$ cat src/hdl/pic_pkg.sv
// package: register map, field layout, reset values and state encoding for the interrupt controller
//
// Operation
// - arbitrate 43 interrupt sources plus four trap inputs under one priority scheme
// - request flags set by hardware, cleared only by software writes
// - flags set on their condition whatever the enable bit holds
// - a pending flag interrupts only while its own enable bit is set
// - each source takes priority 1 to 7, 7 highest, 1 lowest
// - a source at priority 0 is never taken
// - priority is low three bits of each nibble; nibble top bit reads zero
// - equal priorities resolve to the lowest source number
// - tie-break rank equals source number; vector number is source plus 8
// - sources sit at fixed positions; 41, 42, 45-53 reserved, never request
// - cpu priority is 4 bits: top bit in core control, low three in status
// - on acceptance latch 6-bit vector number and 4-bit new level, readable
// - with nesting disabled, no new interrupt starts while one is in service
// - while nesting disabled, software writes to cpu priority bits are ignored
// - timed mask blocks priorities 6 and below; its status bit stays set meanwhile
// - second control register sets external input edges and alternate table use
// - first control register holds trap control and status flags
// - on service pc loads the 24-bit vector slot; 63 vectors at 0x4 to 0xFE
// - instruction fetch from the vector area raises an address error trap
// - fetched vector enters pc through a 24-bit selector at its input
// - interrupt only when priority strictly exceeds cpu level; flags sampled each cycle
// - on entry push pc and status low byte, then load the accepted level
// - traps take levels 8 to 15, so they are serviced even at cpu level 7; traps 0 to 3 here take levels 11 to 14
package pic_pkg;
   localparam int          NUM_SRC        = 54;
   localparam int          NUM_TRAP       = 4;
   localparam logic [53:0] SRC_IMPL_MASK  = 54'h0000_19FF_FFFF_FFFF;
   localparam logic [5:0]  VEC_BASE       = 6'h08;
   localparam logic [23:0] IVT_BASE       = 24'h000004;
   localparam logic [23:0] ALTERNATE_VECTOR_TABLE_BASE      = 24'h000084;
   localparam logic [23:0] VEC_AREA_LAST  = 24'h0000FE;
   localparam logic [2:0]  TIMED_MASK_LVL = 3'h6;
   localparam logic [3:0]  TRAP_LVL_BASE  = 4'h8;
   // apb byte offsets
   localparam logic [7:0]  OFS_FLAGS0     = 8'h00;
   localparam logic [7:0]  OFS_FLAGS1     = 8'h04;
   localparam logic [7:0]  OFS_FLAGS2     = 8'h08;
   localparam logic [7:0]  OFS_EN0        = 8'h0C;
   localparam logic [7:0]  OFS_EN1        = 8'h10;
   localparam logic [7:0]  OFS_EN2        = 8'h14;
   localparam logic [7:0]  OFS_CTRL1      = 8'h18;
   localparam logic [7:0]  OFS_CTRL2      = 8'h1C;
   localparam logic [7:0]  OFS_VSTAT      = 8'h20;
   localparam logic [7:0]  OFS_CPUPRI     = 8'h24;
   localparam logic [7:0]  OFS_TMASK      = 8'h28;
   localparam logic [7:0]  OFS_PRI0       = 8'h40;
   localparam int          NUM_PRI_REGS   = 14;
   // field positions
   localparam int          CTRL1_NEST_DIS = 15;
   localparam int          CTRL2_ALT_TBL  = 15;
   localparam int          CTRL2_TMASK    = 14;
   localparam logic [15:0] CTRL1_WMASK    = 16'h8000;
   localparam logic [15:0] CTRL2_WMASK    = 16'h801F;
   localparam logic [15:0] CTRL_RESET     = 16'h0000;
   localparam logic [15:0] PRI_RESET      = 16'h4444;
   localparam logic [15:0] PRI_FIELD_MASK = 16'h7777;
   localparam int          VSTAT_LVL_LSB  = 8;
   typedef enum logic [1:0] {PIC_IDLE, PIC_FETCH, PIC_LOAD} pic_state_t;
endpackage

$ cat src/hdl/pic_ctrl.sv
// interrupt controller: flags, enables, priorities, arbitration and vector load
`timescale 1ns/100ps
module pic_ctrl
   import pic_pkg::*;
#(
   parameter int TREE_W = 64
)
(
   input  wire logic                CLOCK,
   input  wire logic                RST_N,
   input  wire logic                CLK_EN,
   input  wire logic                PSEL,
   input  wire logic                PENABLE,
   input  wire logic                PWRITE,
   input  wire logic [7:0]          PADDR,
   input  wire logic [31:0]         PWDATA,
   output logic      [31:0]         PRDATA,
   output logic                     PREADY,
   output logic                     PSLVERR,
   input  wire logic [NUM_SRC-1:0]  SRC_EVENT,
   input  wire logic [NUM_TRAP-1:0] TRAP_EVENT,
   input  wire logic                INSN_START,
   input  wire logic                TIMED_MASK_START,
   input  wire logic [13:0]         TIMED_MASK_COUNT,
   input  wire logic                IRQ_RETURN,
   input  wire logic [7:0]          RETURN_STATUS_LOW,
   input  wire logic                CORE_SET_LEVEL,
   input  wire logic [3:0]          CORE_LEVEL,
   input  wire logic [23:0]         FETCH_ADDR,
   input  wire logic                FETCH_VALID,
   input  wire logic [23:0]         PROG_RDATA,
   input  wire logic                PROG_RVALID,
   output logic      [23:0]         PROG_ADDR,
   output logic                     PROG_REQ,
   output logic                     PC_LOAD,
   output logic      [23:0]         PC_VALUE,
   output logic                     STACK_PUSH,
   output logic      [23:0]         STACK_PC,
   output logic      [7:0]          STACK_STATUS_LOW,
   output logic      [3:0]          CPU_PRIORITY_LEVEL,
   output logic                     IN_SERVICE,
   output logic                     ADDR_ERR_TRAP
);
   typedef struct packed {
      logic [NUM_SRC-1:0]           flags;
      logic [NUM_SRC-1:0]           enables;
      logic [NUM_PRI_REGS-1:0][15:0] pri;
      logic [15:0]                  ctrl1;
      logic [15:0]                  ctrl2;
      logic [5:0]                   vec_num;
      logic [3:0]                   new_lvl;
      logic [3:0]                   cpu_lvl;
      logic [NUM_TRAP-1:0]          trap_pend;
      logic [13:0]                  tmask_cnt;
      logic [3:0]                   depth;
      pic_state_t                   state;
      logic [31:0]                  rdata;
      logic                         pc_load;
      logic [23:0]                  pc_value;
      logic                         push;
      logic [23:0]                  push_pc;
      logic [7:0]                   push_sl;
      logic                         addr_err;
   } pic_regs_t;

   pic_regs_t r;
   pic_regs_t next_r;

   // arbitration tree over per-source candidates
   logic [TREE_W-1:0]      t_valid [0:6];
   logic [TREE_W-1:0][2:0] t_lvl   [0:6];
   logic [TREE_W-1:0][5:0] t_src   [0:6];

   genvar gi;
   genvar gl;
   generate
      for (gi = 0; gi < TREE_W; gi++) begin : g_leaf
         if (gi < NUM_SRC) begin : g_src
            logic [2:0] lvl;
            assign lvl            = r.pri[gi/4][(gi%4)*4 +: 3];
            // pending, enabled, implemented and nonzero priority
            assign t_valid[0][gi] = r.flags[gi] && r.enables[gi]
                                    && SRC_IMPL_MASK[gi] && (lvl != 3'h0);
            assign t_lvl[0][gi]   = lvl;
            assign t_src[0][gi]   = 6'(gi);
         end else begin : g_pad
            assign t_valid[0][gi] = 1'b0;
            assign t_lvl[0][gi]   = 3'h0;
            assign t_src[0][gi]   = 6'h00;
         end
      end
      for (gl = 0; gl < 6; gl++) begin : g_lvl
         for (gi = 0; gi < (TREE_W >> (gl + 1)); gi++) begin : g_cell
            pic_prio_cell u_cell (
               .A_VALID (t_valid[gl][2*gi]),
               .A_LVL   (t_lvl[gl][2*gi]),
               .A_SRC   (t_src[gl][2*gi]),
               .B_VALID (t_valid[gl][2*gi+1]),
               .B_LVL   (t_lvl[gl][2*gi+1]),
               .B_SRC   (t_src[gl][2*gi+1]),
               .Y_VALID (t_valid[gl+1][gi]),
               .Y_LVL   (t_lvl[gl+1][gi]),
               .Y_SRC   (t_src[gl+1][gi])
            );
         end
         for (gi = (TREE_W >> (gl + 1)); gi < TREE_W; gi++) begin : g_zero
            assign t_valid[gl+1][gi] = 1'b0;
            assign t_lvl[gl+1][gi]   = 3'h0;
            assign t_src[gl+1][gi]   = 6'h00;
         end
      end
   endgenerate

   logic       win_valid;
   logic [2:0] win_lvl;
   logic [5:0] win_src;
   assign win_valid = t_valid[6][0];
   assign win_lvl   = t_lvl[6][0];
   assign win_src   = t_src[6][0];

   // apb decode
   logic       apb_acc;
   logic       apb_wr;
   logic       hit_pri;
   logic [3:0] pri_idx;
   logic       mapped;
   logic [7:0] pri_off;
   assign apb_acc = PSEL && PENABLE;
   assign apb_wr  = apb_acc && PWRITE;
   assign pri_off = PADDR - OFS_PRI0;
   assign pri_idx = pri_off[5:2];
   assign hit_pri = (PADDR >= OFS_PRI0) && (pri_idx < 4'(NUM_PRI_REGS)) && (PADDR[1:0] == 2'b00);
   always_comb begin
      unique case (PADDR)
         OFS_FLAGS0, OFS_FLAGS1, OFS_FLAGS2, OFS_EN0, OFS_EN1, OFS_EN2,
         OFS_CTRL1, OFS_CTRL2, OFS_VSTAT, OFS_CPUPRI, OFS_TMASK: mapped = 1'b1;
         default: mapped = hit_pri;
      endcase
   end

   // candidate trap and interrupt
   logic [1:0] trap_idx;
   logic       trap_any;
   logic [3:0] cand_lvl;
   logic [5:0] cand_vec;
   logic       tmask_on;
   logic       take;
   always_comb begin
      trap_idx = 2'd0;
      for (int i = 0; i < NUM_TRAP; i++) begin
         if (r.trap_pend[i]) begin
            trap_idx = 2'(i);
         end
      end
      trap_any = |r.trap_pend;
      tmask_on = r.ctrl2[CTRL2_TMASK];
      if (trap_any) begin
         cand_lvl = TRAP_LVL_BASE + 4'({2'b00, trap_idx}) + 4'h3;
         cand_vec = 6'({4'h0, trap_idx}) + 6'h1;
      end else begin
         cand_lvl = {1'b0, win_lvl};
         cand_vec = win_src + VEC_BASE;
      end
      take = INSN_START && (trap_any || win_valid)
             && (cand_lvl > r.cpu_lvl)
             && !(r.ctrl1[CTRL1_NEST_DIS] && (r.depth != 4'h0) && !trap_any)
             && !(tmask_on && !trap_any && (win_lvl <= TIMED_MASK_LVL));
   end

   always_comb begin
      logic [15:0] wd;
      wd     = PWDATA[15:0];
      next_r = r;
      next_r.pc_load  = 1'b0;
      next_r.push     = 1'b0;
      next_r.addr_err = 1'b0;
      // flag clears by software, then hardware sets win
      if (apb_wr && PADDR == OFS_FLAGS0) next_r.flags[15:0]  = r.flags[15:0] & wd;
      if (apb_wr && PADDR == OFS_FLAGS1) next_r.flags[31:16] = r.flags[31:16] & wd;
      if (apb_wr && PADDR == OFS_FLAGS2) next_r.flags[53:32] = r.flags[53:32] & {6'h3F, wd};
      next_r.flags = (next_r.flags | SRC_EVENT) & SRC_IMPL_MASK;
      if (apb_wr && PADDR == OFS_EN0) next_r.enables[15:0]  = wd;
      if (apb_wr && PADDR == OFS_EN1) next_r.enables[31:16] = wd;
      if (apb_wr && PADDR == OFS_EN2) next_r.enables[53:32] = {6'h00, wd} & SRC_IMPL_MASK[53:32];
      if (apb_wr && hit_pri) next_r.pri[pri_idx] = wd & PRI_FIELD_MASK;
      if (apb_wr && PADDR == OFS_CTRL1)
         next_r.ctrl1 = (r.ctrl1 & ~CTRL1_WMASK) | (wd & CTRL1_WMASK);
      if (apb_wr && PADDR == OFS_CTRL2)
         next_r.ctrl2 = (r.ctrl2 & ~CTRL2_WMASK) | (wd & CTRL2_WMASK);
      // priority level writes locked while nesting disabled
      if (!r.ctrl1[CTRL1_NEST_DIS]) begin
         if (apb_wr && PADDR == OFS_CPUPRI) next_r.cpu_lvl = wd[3:0];
         if (CORE_SET_LEVEL) next_r.cpu_lvl = CORE_LEVEL;
      end
      // trap pending and status flags in first control register
      next_r.trap_pend = r.trap_pend | TRAP_EVENT | {2'b00, ADDR_ERR_TRAP, 1'b0};
      next_r.ctrl1[NUM_TRAP:1] = next_r.trap_pend;
      // timed mask counter
      if (TIMED_MASK_START) begin
         next_r.tmask_cnt = TIMED_MASK_COUNT;
      end else if (INSN_START && r.tmask_cnt != 14'h0) begin
         next_r.tmask_cnt = r.tmask_cnt - 14'h1;
      end
      if (apb_wr && PADDR == OFS_TMASK) next_r.tmask_cnt = wd[13:0];
      next_r.ctrl2[CTRL2_TMASK] = (next_r.tmask_cnt != 14'h0);
      // return from interrupt restores level
      if (IRQ_RETURN && r.depth != 4'h0) begin
         next_r.depth   = r.depth - 4'h1;
         next_r.cpu_lvl = {r.cpu_lvl[3], RETURN_STATUS_LOW[7:5]};
      end
      // vector area fetch check
      if (FETCH_VALID && FETCH_ADDR >= IVT_BASE && FETCH_ADDR <= VEC_AREA_LAST) begin
         next_r.addr_err = 1'b1;
      end
      unique case (r.state)
         PIC_IDLE: begin
            if (take) begin
               next_r.vec_num = cand_vec;
               next_r.new_lvl = cand_lvl;
               next_r.push    = 1'b1;
               next_r.push_pc = FETCH_ADDR;
               next_r.push_sl = {r.cpu_lvl[2:0], 5'h00};
               next_r.cpu_lvl = cand_lvl;
               next_r.depth   = r.depth + 4'h1;
               next_r.state   = PIC_FETCH;
               if (trap_any) next_r.trap_pend[trap_idx] = 1'b0;
               else next_r.flags[win_src] = next_r.flags[win_src];
            end
         end
         PIC_FETCH: begin
            if (PROG_RVALID) begin
               next_r.pc_value = PROG_RDATA;
               next_r.state    = PIC_LOAD;
            end
         end
         PIC_LOAD: begin
            next_r.pc_load = 1'b1;
            next_r.state   = PIC_IDLE;
         end
      endcase
      // read mux
      next_r.rdata = 32'h0;
      if (PSEL && !PENABLE && !PWRITE) begin
         unique case (PADDR)
            OFS_FLAGS0: next_r.rdata[15:0] = r.flags[15:0];
            OFS_FLAGS1: next_r.rdata[15:0] = r.flags[31:16];
            OFS_FLAGS2: next_r.rdata[21:0] = r.flags[53:32];
            OFS_EN0:    next_r.rdata[15:0] = r.enables[15:0];
            OFS_EN1:    next_r.rdata[15:0] = r.enables[31:16];
            OFS_EN2:    next_r.rdata[21:0] = r.enables[53:32];
            OFS_CTRL1:  next_r.rdata[15:0] = r.ctrl1;
            OFS_CTRL2:  next_r.rdata[15:0] = r.ctrl2;
            OFS_VSTAT:  next_r.rdata[15:0] = {4'h0, r.new_lvl, 2'b00, r.vec_num};
            OFS_CPUPRI: next_r.rdata[3:0]  = r.cpu_lvl;
            OFS_TMASK:  next_r.rdata[13:0] = r.tmask_cnt;
            default:    next_r.rdata[15:0] = hit_pri ? r.pri[pri_idx] : 16'h0;
         endcase
      end
   end

   always_ff @(posedge CLOCK or negedge RST_N) begin
      if (!RST_N) begin
         r       <= '0;
         r.pri   <= {NUM_PRI_REGS{PRI_RESET}};
         r.state <= PIC_IDLE;
      end else if (CLK_EN) begin
         r <= next_r;
      end
   end

   // outputs
   assign PREADY             = 1'b1;
   assign PSLVERR            = apb_acc && !mapped;
   assign PRDATA             = r.rdata;
   assign PROG_REQ           = (r.state == PIC_FETCH);
   assign PROG_ADDR          = (r.ctrl2[CTRL2_ALT_TBL] ? ALTERNATE_VECTOR_TABLE_BASE : IVT_BASE)
                               + 24'({r.vec_num, 1'b0});
   assign PC_LOAD            = r.pc_load;
   assign PC_VALUE           = r.pc_value;
   assign STACK_PUSH         = r.push;
   assign STACK_PC           = r.push_pc;
   assign STACK_STATUS_LOW   = r.push_sl;
   assign CPU_PRIORITY_LEVEL = r.cpu_lvl;
   assign IN_SERVICE         = (r.depth != 4'h0);
   assign ADDR_ERR_TRAP      = r.addr_err;
endmodule

$ cat src/hdl/pic_prio_cell.sv
// one arbitration cell: keeps the stronger of two candidates
`timescale 1ns/100ps
module pic_prio_cell
   import pic_pkg::*;
(
   input  wire logic       A_VALID,
   input  wire logic [2:0] A_LVL,
   input  wire logic [5:0] A_SRC,
   input  wire logic       B_VALID,
   input  wire logic [2:0] B_LVL,
   input  wire logic [5:0] B_SRC,
   output logic            Y_VALID,
   output logic      [2:0] Y_LVL,
   output logic      [5:0] Y_SRC
);
   logic take_b;
   // a holds the lower source numbers, so it wins a tie
   assign take_b  = B_VALID && (!A_VALID || (B_LVL > A_LVL));
   assign Y_VALID = A_VALID || B_VALID;
   assign Y_LVL   = take_b ? B_LVL : A_LVL;
   assign Y_SRC   = take_b ? B_SRC : A_SRC;
endmodule

$ cat config.mk
export PLATFORM = sky130hd
export DESIGN_NAME = pic_ctrl
export DESIGN_NICKNAME = d
export VERILOG_FILES = /design/src/hdl/pic_pkg.sv /design/src/hdl/pic_ctrl.sv /design/src/hdl/pic_prio_cell.sv
export SDC_FILE = /design/constraint.sdc
export NUM_CORES = 1
export LEC_CHECK = 0
export BUFFER_PORTS_ARGS = -buffer_cell sky130_fd_sc_hd__buf_4
export CORE_MARGIN = 10
export CORE_UTILIZATION = 45
export DETAILED_ROUTE_END_ITERATION = 8
export SYNTH_ARGS = -nofsm -noshare
export SYNTH_HDL_FRONTEND = slang
export SYNTH_SLANG_ARGS = --single-unit
$ cat constraint.sdc
create_clock -name CLOCK -period 17.1 [get_ports CLOCK]
set_input_delay 3.42 -clock CLOCK [delete_from_list [all_inputs] [get_ports CLOCK]]
set_output_delay 3.42 -clock CLOCK [all_outputs]
set_load 0.02 [all_outputs]
---- Word level (Yosys, flattened, before mapping) ----
Index checks and enable logic that the tools add are counted.
word-level totals
  flip-flop bits (word level) ............. 467
operators by class
  $lt $le $gt $ge ......................... 54
  muxes and demuxes ....................... 136
  add/subtract/negate cells ............... 9
  bitwise logic cells ..................... 10
  eq/ne operators ......................... 14
  reduce and logical (&&, ||, !) cells .... 355
operators by type and width
  cell                number
  $bwmux 224          1
  $mux 54             3
  $logic_and 1x1->1   161
  $mux 3              49
  $reduce_bool 3->1   43
  $gt 3x3->1          42
  $pmux 10 s11        1
  $logic_or 1x1->1    85
  $mux 16             5
  $mux 33             2
  $bmux 16 s4         1
  $demux 16 s4        1
  $bwmux 54           1
  $logic_not 1->1     48
  $or 45x45->45       1
  $mux 4              11
  $pmux 4 s11         1
  $mux 14             3
  $and 16x16->16      2
  $eq 8x5->1 const B  4
  $or 15x16->16       2
  $mux 1              28
  $mux 2              14
  $reduce_bool 14->1  2
  49 further kinds    67

---- Longest topological paths before layout ----
Gate-level depths: netlist (run 1).
  word-level depth ........................ 34
  mapped depth ............................ 62

---- Hierarchy ----
A second synthesis (run 1) with hierarchy kept.
second synthesis, totals
  cells, all modules ...................... 6144
  area, all modules ....................... 50548.5 um^2
by module, submodules not included
  module                                         area each (um^2)  seq. area each (um^2)  cells an instance  times used
  pic_prio_cell (g_lvl[0].g_cell[0].u_cell ...)  479.2             0.0                    68                 47
  pic_ctrl                                       20958.9           9854.5                 1908               1
  pic_prio_cell (g_lvl[1].g_cell[9].u_cell ...)  441.7             0.0                    65                 16

---- Least setup slack after synthesis (run 1) ----
OpenSTA, ideal clock, no wires.
  kind .................................... reg-to-reg
  from .................................... register r, in the netlist g_leaf[8].g_src.lvl[2]
  to ...................................... register r[446] (netlist bit)
  setup time .............................. 0.120 ns
  buffers on the path ..................... 3
  required time ........................... 16.980 ns
  path slack .............................. 6.098 ns
  arrival time ............................ 10.882 ns
  period minus slack after synthesis ...... 11.002 ns
  stages on the path, launching flop included .. 55
  cells stage by stage .................... dfstp_2 inv_1 ha_1 nand3_1 o21ai_0 or2_2 a21oi_1 mux2_2 ha_1 or2_2 maj3_1 maj3_1 a21oi_1 nor2_1 a21oi_1 ha_1 nor2b_1 o21ai_0 [... 19 more ...] a21oi_1 a31oi_1 nor2_1 or2_2 clkbuf_1 mux2_2 o21ai_0 ha_1 a41oi_1 o221ai_1 nor4_1 a21oi_1 clkbuf_1 or2_2 buf_2 nor4_1 o2bb2ai_1 a31o_1
on the way
  elaborated cells between the ends (all ways) .. 64
  classes of those cells .................. 10 x order compare; 21 x mux; 33 x reduce/logical
RTL lines
  element                                                              line                 source
  start, declared                                                      pic_ctrl.sv:66       pic_regs_t r;
  start signal, assigned                                               pic_ctrl.sv:267      r <= next_r;
  parallel branches: the longest is 25 deep, another holds $gt 3x3->1  --
  $mux 3 *                                                             pic_prio_cell.sv:20  assign Y_LVL = take_b ? B_LVL : A_LVL;
  $mux 4 *                                                             pic_ctrl.sv:157      if (trap_any) begin
  net cand_lvl[1]                                                      pic_ctrl.sv:144      logic [3:0] cand_lvl;
  $gt 4x4->1 *                                                         pic_ctrl.sv:165      && (cand_lvl > r.cpu_lvl)
  $logic_and 1x1->1 *                                                  pic_ctrl.sv:165
  $logic_and 1x1->1 *                                                  pic_ctrl.sv:166      && !(r.ctrl1[CTRL1_NEST_DIS] && (r.depth != 4'h0) && !trap_any)
  $logic_and 1x1->1 *                                                  pic_ctrl.sv:167      && !(tmask_on && !trap_any && (win_lvl <= TIMED_MASK_LVL));
  $mux 54 *                                                            pic_ctrl.sv:217      if (take) begin
  $mux 54 *                                                            pic_ctrl.sv:215      unique case (r.state)
Mark *: on every way through the listed nets, which the timed path passes. The select of a mux whose other input is x is not followed.
A chain may end at the register's enable or synchronous reset.

---- Worst setup path after layout (run 1) ----
  from .................................... register r, in the netlist g_leaf[8].g_src.lvl[2]
  to ...................................... register r[112] (netlist bit)
on the way
  longest elaborated chain between the ends .. 33
  elaborated cells between the ends (all ways) .. 49
  classes of those cells .................. 8 x order compare; 9 x mux; 32 x reduce/logical
ends and longest elaborated chain
  element                                                              line
  parallel branches: the longest is 25 deep, another holds $gt 3x3->1  --
  $mux 3 *                                                             pic_prio_cell.sv:20
  $mux 4 *                                                             pic_ctrl.sv:157
  net cand_lvl[1]                                                      pic_ctrl.sv:144
  $gt 4x4->1 *                                                         pic_ctrl.sv:165
  $logic_and 1x1->1 *                                                  pic_ctrl.sv:165
  $logic_and 1x1->1 *                                                  pic_ctrl.sv:166
  $logic_and 1x1->1 *                                                  pic_ctrl.sv:167
  $mux 8 *                                                             pic_ctrl.sv:217
  $mux 8 *                                                             pic_ctrl.sv:215
Mark *: on every way through the listed nets, which the timed path passes.

==> results of run 1 <==
==> worst reg2reg max path, delay by kind of cell (launching register included) <==
kind | cells | cell delay, ns
AO/OA/AOI/OAI | 20 | 4.31
AND/OR/NAND/NOR | 13 | 3.77
adder cells (fa/ha/maj) | 10 | 2.88
multiplexers | 4 | 1.67
flip-flops | 1 | 0.57
buffers and inverters | 5 | 0.45
==> Yosys cell counts (15+ instances only) <==
cell type / number / area, um^2
and3_1: 25 / 156
nor2_1: 186 / 698
o21a_1: 23 / 173
ha_1: 127 / 1590
o311a_1: 20 / 200
or2_2: 17 / 106
mux2_2: 239 / 2690
a211oi_1: 26 / 195
inv_1: 174 / 653
mux4_2: 36 / 811
a22o_1: 28 / 245
or3_1: 16 / 100
o22ai_1: 15 / 93.8
o21ai_0: 182 / 911
clkbuf_1: 101 / 379
nand4_1: 15 / 93.8
a22oi_1: 37 / 278
nor3_1: 37 / 185
buf_4: 111 / 833
nand2_1: 234 / 878
a21o_1: 23 / 173
nand3_1: 61 / 305
a31oi_1: 19 / 119
dfrtp_1: 335 / 8380
nand2b_1: 31 / 194
dfstp_2: 56 / 1470
a222oi_1: 28 / 280
nor2b_1: 31 / 194
and2_1: 17 / 106
mux2i_1: 84 / 841
a21oi_1: 126 / 631
==> state kept, by name, summed over array words and instances, names as in the netlist <==
register,count
r,149
PRDATA,22
g_leaf.g_src.lvl,162
STACK_PC,24
STACK_PUSH,1
PC_VALUE,24
STACK_STATUS_LOW,3
PC_LOAD,1
CPU_PRIORITY_LEVEL,4
ADDR_ERR_TRAP,1
==> through the flow <==
step / total power (uW) / hold WS [ns]
2_1_floorplan: 1640 / 0.450
5_1_grt: 2980 / 0.498
6_report: 2870 / 0.482
3_5_place_dp: 1860 / 0.471
4_1_cts: 2880 / 0.487
3_3_place_gp: 1840 / 0.464
==> layout make-up <==
class / count / area [um^2]
diodes: 2 / 5.00
repair buffers: 269 / 2030
inverters: 177 / 664
fillers: 5461 / 28900
clock buffers: 57 / 1250
clock inverters: 25 / 274
multi-input cells: 2000 / 15100
flip-flops and latches: 391 / 9850
well taps: 773 / 967
==> power by group through the flow <==
stage	clock network [uW]	registers, uW	logic, uW
floorplan	0	1110	530
global placement	0	1150	693
detailed placement	0	1150	707
CTS	1030	1140	708
global route	1070	1150	762
finish	1020	1140	707
==> worst max path at each step <==
stage	cells past startpoint	slack (ns)	end
after floorplan	54	6.10	r[446]
after global placement	52	3.74	r[112]
after detailed placement	52	3.62	r[111]
after CTS	52	3.57	r[112]
after global routing	52	2.59	r[114]
final	52	3.35	r[112]
==> cells by family after synthesis <==
kind of cell | after synthesis | synth area share [%]
AO/OA/AOI/OAI | 740 | 20.1
XOR/XNOR | 14 | 0.457
adder cells (fa/ha/maj) | 132 | 6.12
buffers and inverters | 414 | 7.49
flip-flops | 391 | 36.7
multiplexers | 361 | 16.3
other | 2 | 0.0280
AND/OR/NAND/NOR | 721 | 12.8
==> per-layer routing <==
layer	global-route usage (%)	vias up	routed length, um
met1	37.8	11700	42400
met5	0	-	0
met2	45.3	1116	47600
met3	4.77	241	8190
li1	-	10300	-
met4	13.0	0	5030
==> reports/metrics.cfg, run 1 <==
[power_and_ir_drop]
irDropWorstVdd_mv = 0.107
powerDensity_nw_per_um2 = 95.1
combPwrFrac_pct = 24.6
seq_power_share_pct = 39.8
pwr-share-clk_pct = 35.6
switching_share_pct = 32.9
leakage_uw = 0.0140
p_int_uw = 1920
power_switching_uw = 944

[floorplan]
coreArea_um2 = 59000
die_y_um = 264
start_util_pct = 45.4
dieArea_um2 = 69800
core.rowCount = 89
die_w_um = 264
io_pins = 307

[setup_path]
startpoint = g_leaf[8].g_src.lvl[2]
rr_worst_depth = 52
r2r_slack_ns = 3.35
critPathBufInv = 5
start_kind = flip-flop
endpoint_kind = flip-flop
cp_slowest_cell = nand2_2
worstPathArrival_ns = 14.21
criticalPathCategory = flip-flop to flip-flop
crit_fanout = 48
cp.required_ns = 17.56
worstReg2RegStart = g_leaf[8].g_src.lvl[2]
cp_top_family = compound AO/OA/AOI/OAI gates
rr_endpoint = r[112]
cpPeakStageDelay_ns = 0.75

[clocking]
clock_latency_ns = 0.60
cts_buffers = 45
cts_max_level = 2
clk_pin_slew_worst_paths_ns = 0.06
postCtsHoldBufs = 0
cts_buffer_depth = 3
postCtsSetupBuffers = 0
clkSinkCount = 391
cts_root_buffer = clkbuf_16
cts_tree = yes
post_cts_resized = 0

[grt]
grt_pass1_wl_mm = 152
grt_max_degree = 107
grt_pass1_vias = 22700
grt_remaining_overflow = 0
grt_usage_pct = 28.6
antenna_found_initial = 4

[finish]
synthToLayoutAreaGrowth_pct = 12.4
final_util_pct = 51.1
drive_above_1_share_pct = 26.1
stdcell_area_um2 = 30100
final_common_cell = dfrtp_1
nNetsFinal = 3195
layout_common_cells = 335 x dfrtp_1, 268 x buf_4, 239 x mux2_2
final_cell_count_no_fill = 3694

[placed_design]
placed_area_um2 = 28600
placed_cells = 3610
pre_cts_slack_ns = 3.62
portBuffers = 242
place_hpwl_mm = 77.3
gp_congestion = 0.997

[synth]
ys_async_sr_fraction_pct = 100
yosysUniqueCellTypes = 108
syn_inst = 2775
synthFlopType = dfrtp_1
syn_area_per_cell_um2 = 9.66
ys_ff_latch = 391
synth-edff-count = 0
ys_warn_count = 0
yosysSeqAreaShare_pct = 36.7
syn_area_um2 = 26800

[timing]
min_period_ns = 13.75
finClkSkew_ns = 0.0205
finalSetupTns_ns = 0
relSlewSlack_pct = 13.0
hold_viol = 0
grt_setup_unrepaired = false
finalSetupViolations = 0
worst_pin_slew_ns = 1.29
worst_slack_ns = 3.35
fmax_mhz = 72.7
drv_slew = 0
finalCritPeriodShare_pct = 80.4

[drt]
drt_wl_total_mm = 103
drt-pass1-iter-count = 9
vias_per_cell = 6.32
drtAntennaViolNets = 0
num_vias = 23300
dr.first_iter.drc_count = 2510
wl_per_cell_um = 28.0
drc = 0

[run]
maxCapViolations = 0

[run_status]
outcome = completed

[hold_path]
holdCritStartpoint = STACK_STATUS_LOW[6]
hold_path_depth = 2
hp-class = flip-flop to flip-flop
hold_path_end = STACK_STATUS_LOW[6]

Note: power is estimated with default switching activity, not from simulation.
==> run 2, diff against run 1 <==
--- a/config.mk
+++ b/config.mk
@@ -9,6 +9,7 @@
 export CORE_MARGIN = 10
 export CORE_UTILIZATION = 45
 export DETAILED_ROUTE_END_ITERATION = 8
+export PLACE_DENSITY = 0.67
 export SYNTH_ARGS = -nofsm -noshare
 export SYNTH_HDL_FRONTEND = slang
 export SYNTH_SLANG_ARGS = --single-unit
==> constraint.sdc (replaced) <==
create_clock -name CLOCK -period 11.56 [get_ports CLOCK]
set_input_delay 2.312 -clock CLOCK [delete_from_list [all_inputs] [get_ports CLOCK]]
set_output_delay 2.312 -clock CLOCK [all_outputs]
set_load 0.02 [all_outputs]
==> reports/metrics.cfg, run 2 (same netlist as run 1, synthesis figures left out) <==
[clocking]
clk_pin_slew_worst_paths_ns = 0.06
cts_buffer_depth = 3
cts_root_buffer = clkbuf_16
clock_latency_ns = 0.62
cts_max_level = 2
clkSinkCount = 391
cts_buffers = 47
cts_tree = yes
postCtsHoldBufs = 0

[setup_path]
rr_worst_depth = 54
endpoint_kind = flip-flop
worstPathArrival_ns = 11.53
startpoint = g_leaf[8].g_src.lvl[2]
cp.required_ns = 12.04
cpPeakStageDelay_ns = 0.57
r2r_slack_ns = 0.52
rr_endpoint = CPU_PRIORITY_LEVEL[1]
criticalPathCategory = flip-flop to flip-flop
worstReg2RegStart = g_leaf[8].g_src.lvl[2]
crit_end = CPU_PRIORITY_LEVEL[1]
start_kind = flip-flop
cp_common_cell = ha_1
cp_slowest_cell = dfstp_2
crit_fanout = 7

[hold_path]
hold_path_depth = 1
hp-class = flip-flop to flip-flop

[power_and_ir_drop]
power_uw = 4400
powerDensity_nw_per_um2 = 143
irDropWorstVdd_mv = 0.143
leakage_uw = 0.0143
combPwrFrac_pct = 25.2
power_switching_uw = 1440
switching_share_pct = 32.8
pwr-share-clk_pct = 36.4
seq_power_share_pct = 38.4
p_int_uw = 2960

[run_status]
outcome = completed

[timing]
holdWs_ns = 0.492
finalCritPeriodShare_pct = 95.5
worst_pin_slew_ns = 1.33
min_period_ns = 11.04
finalSetupTns_ns = 0
relSlewSlack_pct = 11.2
fmax_mhz = 90.5
hold_viol = 0
finClkSkew_ns = 0.0307
finalSetupViolations = 0
drv_slew = 0

[finish]
layout_common_cells = 335 x dfrtp_1, 320 x buf_4, 238 x mux2_2
largest_register_ffs = 162
stdcell_area_um2 = 30900
antenna_cells = 0
drive_above_1_share_pct = 28.3
final_common_cell = dfrtp_1
nNetsFinal = 3252
synthToLayoutAreaGrowth_pct = 15.1

[placed_design]
portBuffers = 242
placed_area_um2 = 29000
place_hpwl_mm = 79.6
gp_congestion = 0.979

[drt]
dr.first_iter.drc_count = 2691
drtAntennaViolNets = 0
vias_per_cell = 6.35
drt_wl_total_mm = 104
wl_per_cell_um = 27.8
num_vias = 23800
drt-pass1-iter-count = 8
drc = 0

[floorplan]
start_util_pct = 45.4
coreArea_um2 = 59000
io_pins = 307
dieArea_um2 = 69800
die_y_um = 264
core.rowCount = 89
die_w_um = 264

[grt]
grt_max_degree = 79
grt_pass1_wl_mm = 154
grt_usage_pct = 28.9
grt_remaining_overflow = 0
antenna_found_initial = 4
grt_pass1_vias = 23300

[run]
maxCapViolations = 0

run 2: worst min-delay path by stage:
| stage | from | to | slack [ns] |
|---|---|---|---|
| after detailed placement | r[491] | PRDATA[20] | 0.48 |
| after floorplan | r[130] | r[130] | 0.45 |
| after global routing | r[492] | PRDATA[21] | 0.51 |
| after CTS | r[491] | PRDATA[20] | 0.49 |
| after global placement | r[490] | PRDATA[19] | 0.47 |
| final | r[492] | PRDATA[21] | 0.49 |
run 2: final cells by class:
class                      count  area (um^2)
clock buffer                  63         1310
clock inverter                25          360
fill                        5400        28200
inverter                     177          664
multi-input combinational   2000        15200
sequential                   391         9850
tap                          773          967
timing repair buffer         324         2470
run 2: power by group through the flow:
| stage | clock network, uW | registers, uW | logic, uW |
|---|---|---|---|
| 2_1_floorplan | 0 | 1640 | 784 |
| 3_3_place_gp | 0 | 1690 | 1060 |
| 3_5_place_dp | 0 | 1710 | 1080 |
| 4_1_cts | 1620 | 1680 | 1090 |
| 5_1_grt | 1680 | 1700 | 1190 |
| 6_report | 1600 | 1690 | 1110 |
run 2: through the flow:
| step | utilization (%) | std cells | setup WS (ns) |
|---|---|---|---|
| 2_1_floorplan | - | 2805 | 0.558 |
| 3_3_place_gp | 49.1 | 3659 | 0.174 |
| 3_5_place_dp | 49.1 | 3659 | 0.0357 |
| 4_1_cts | 52.0 | 3747 | 0.0288 |
| 5_1_grt | 52.3 | 3753 | -0.0860 |
| 6_report | 52.3 | 3753 | 0.516 |
run 2: per-layer routing:
metal / up-vias / wire length (um) / GRT usage (%)
li1: 10500 / - / -
met1: 11900 / 41900 / 37.5
met3: 294 / 9400 / 5.63
met2: 1231 / 46900 / 45.1
met5: - / 0 / 0
met4: 0 / 6320 / 15.2
run 2: worst max-delay path, delay by kind of cell (launching register included):
family	cells	cell delay (ns)
AOI/OAI and AO/OA	20	3.17
and+or+nand+nor	12	1.78
muxes	6	1.99
adders and majority gates	10	2.77
DFF	1	0.57
buffers and inverters	6	0.61
run 2: what timing repair did:
| action | CTS | global route |
|---|---|---|
| setup endpoints to repair | 1 | 74 |
| resized for setup | 1 | 34 |
| setup buffers | 0 | 6 |
| pin swaps | 0 | 3 |
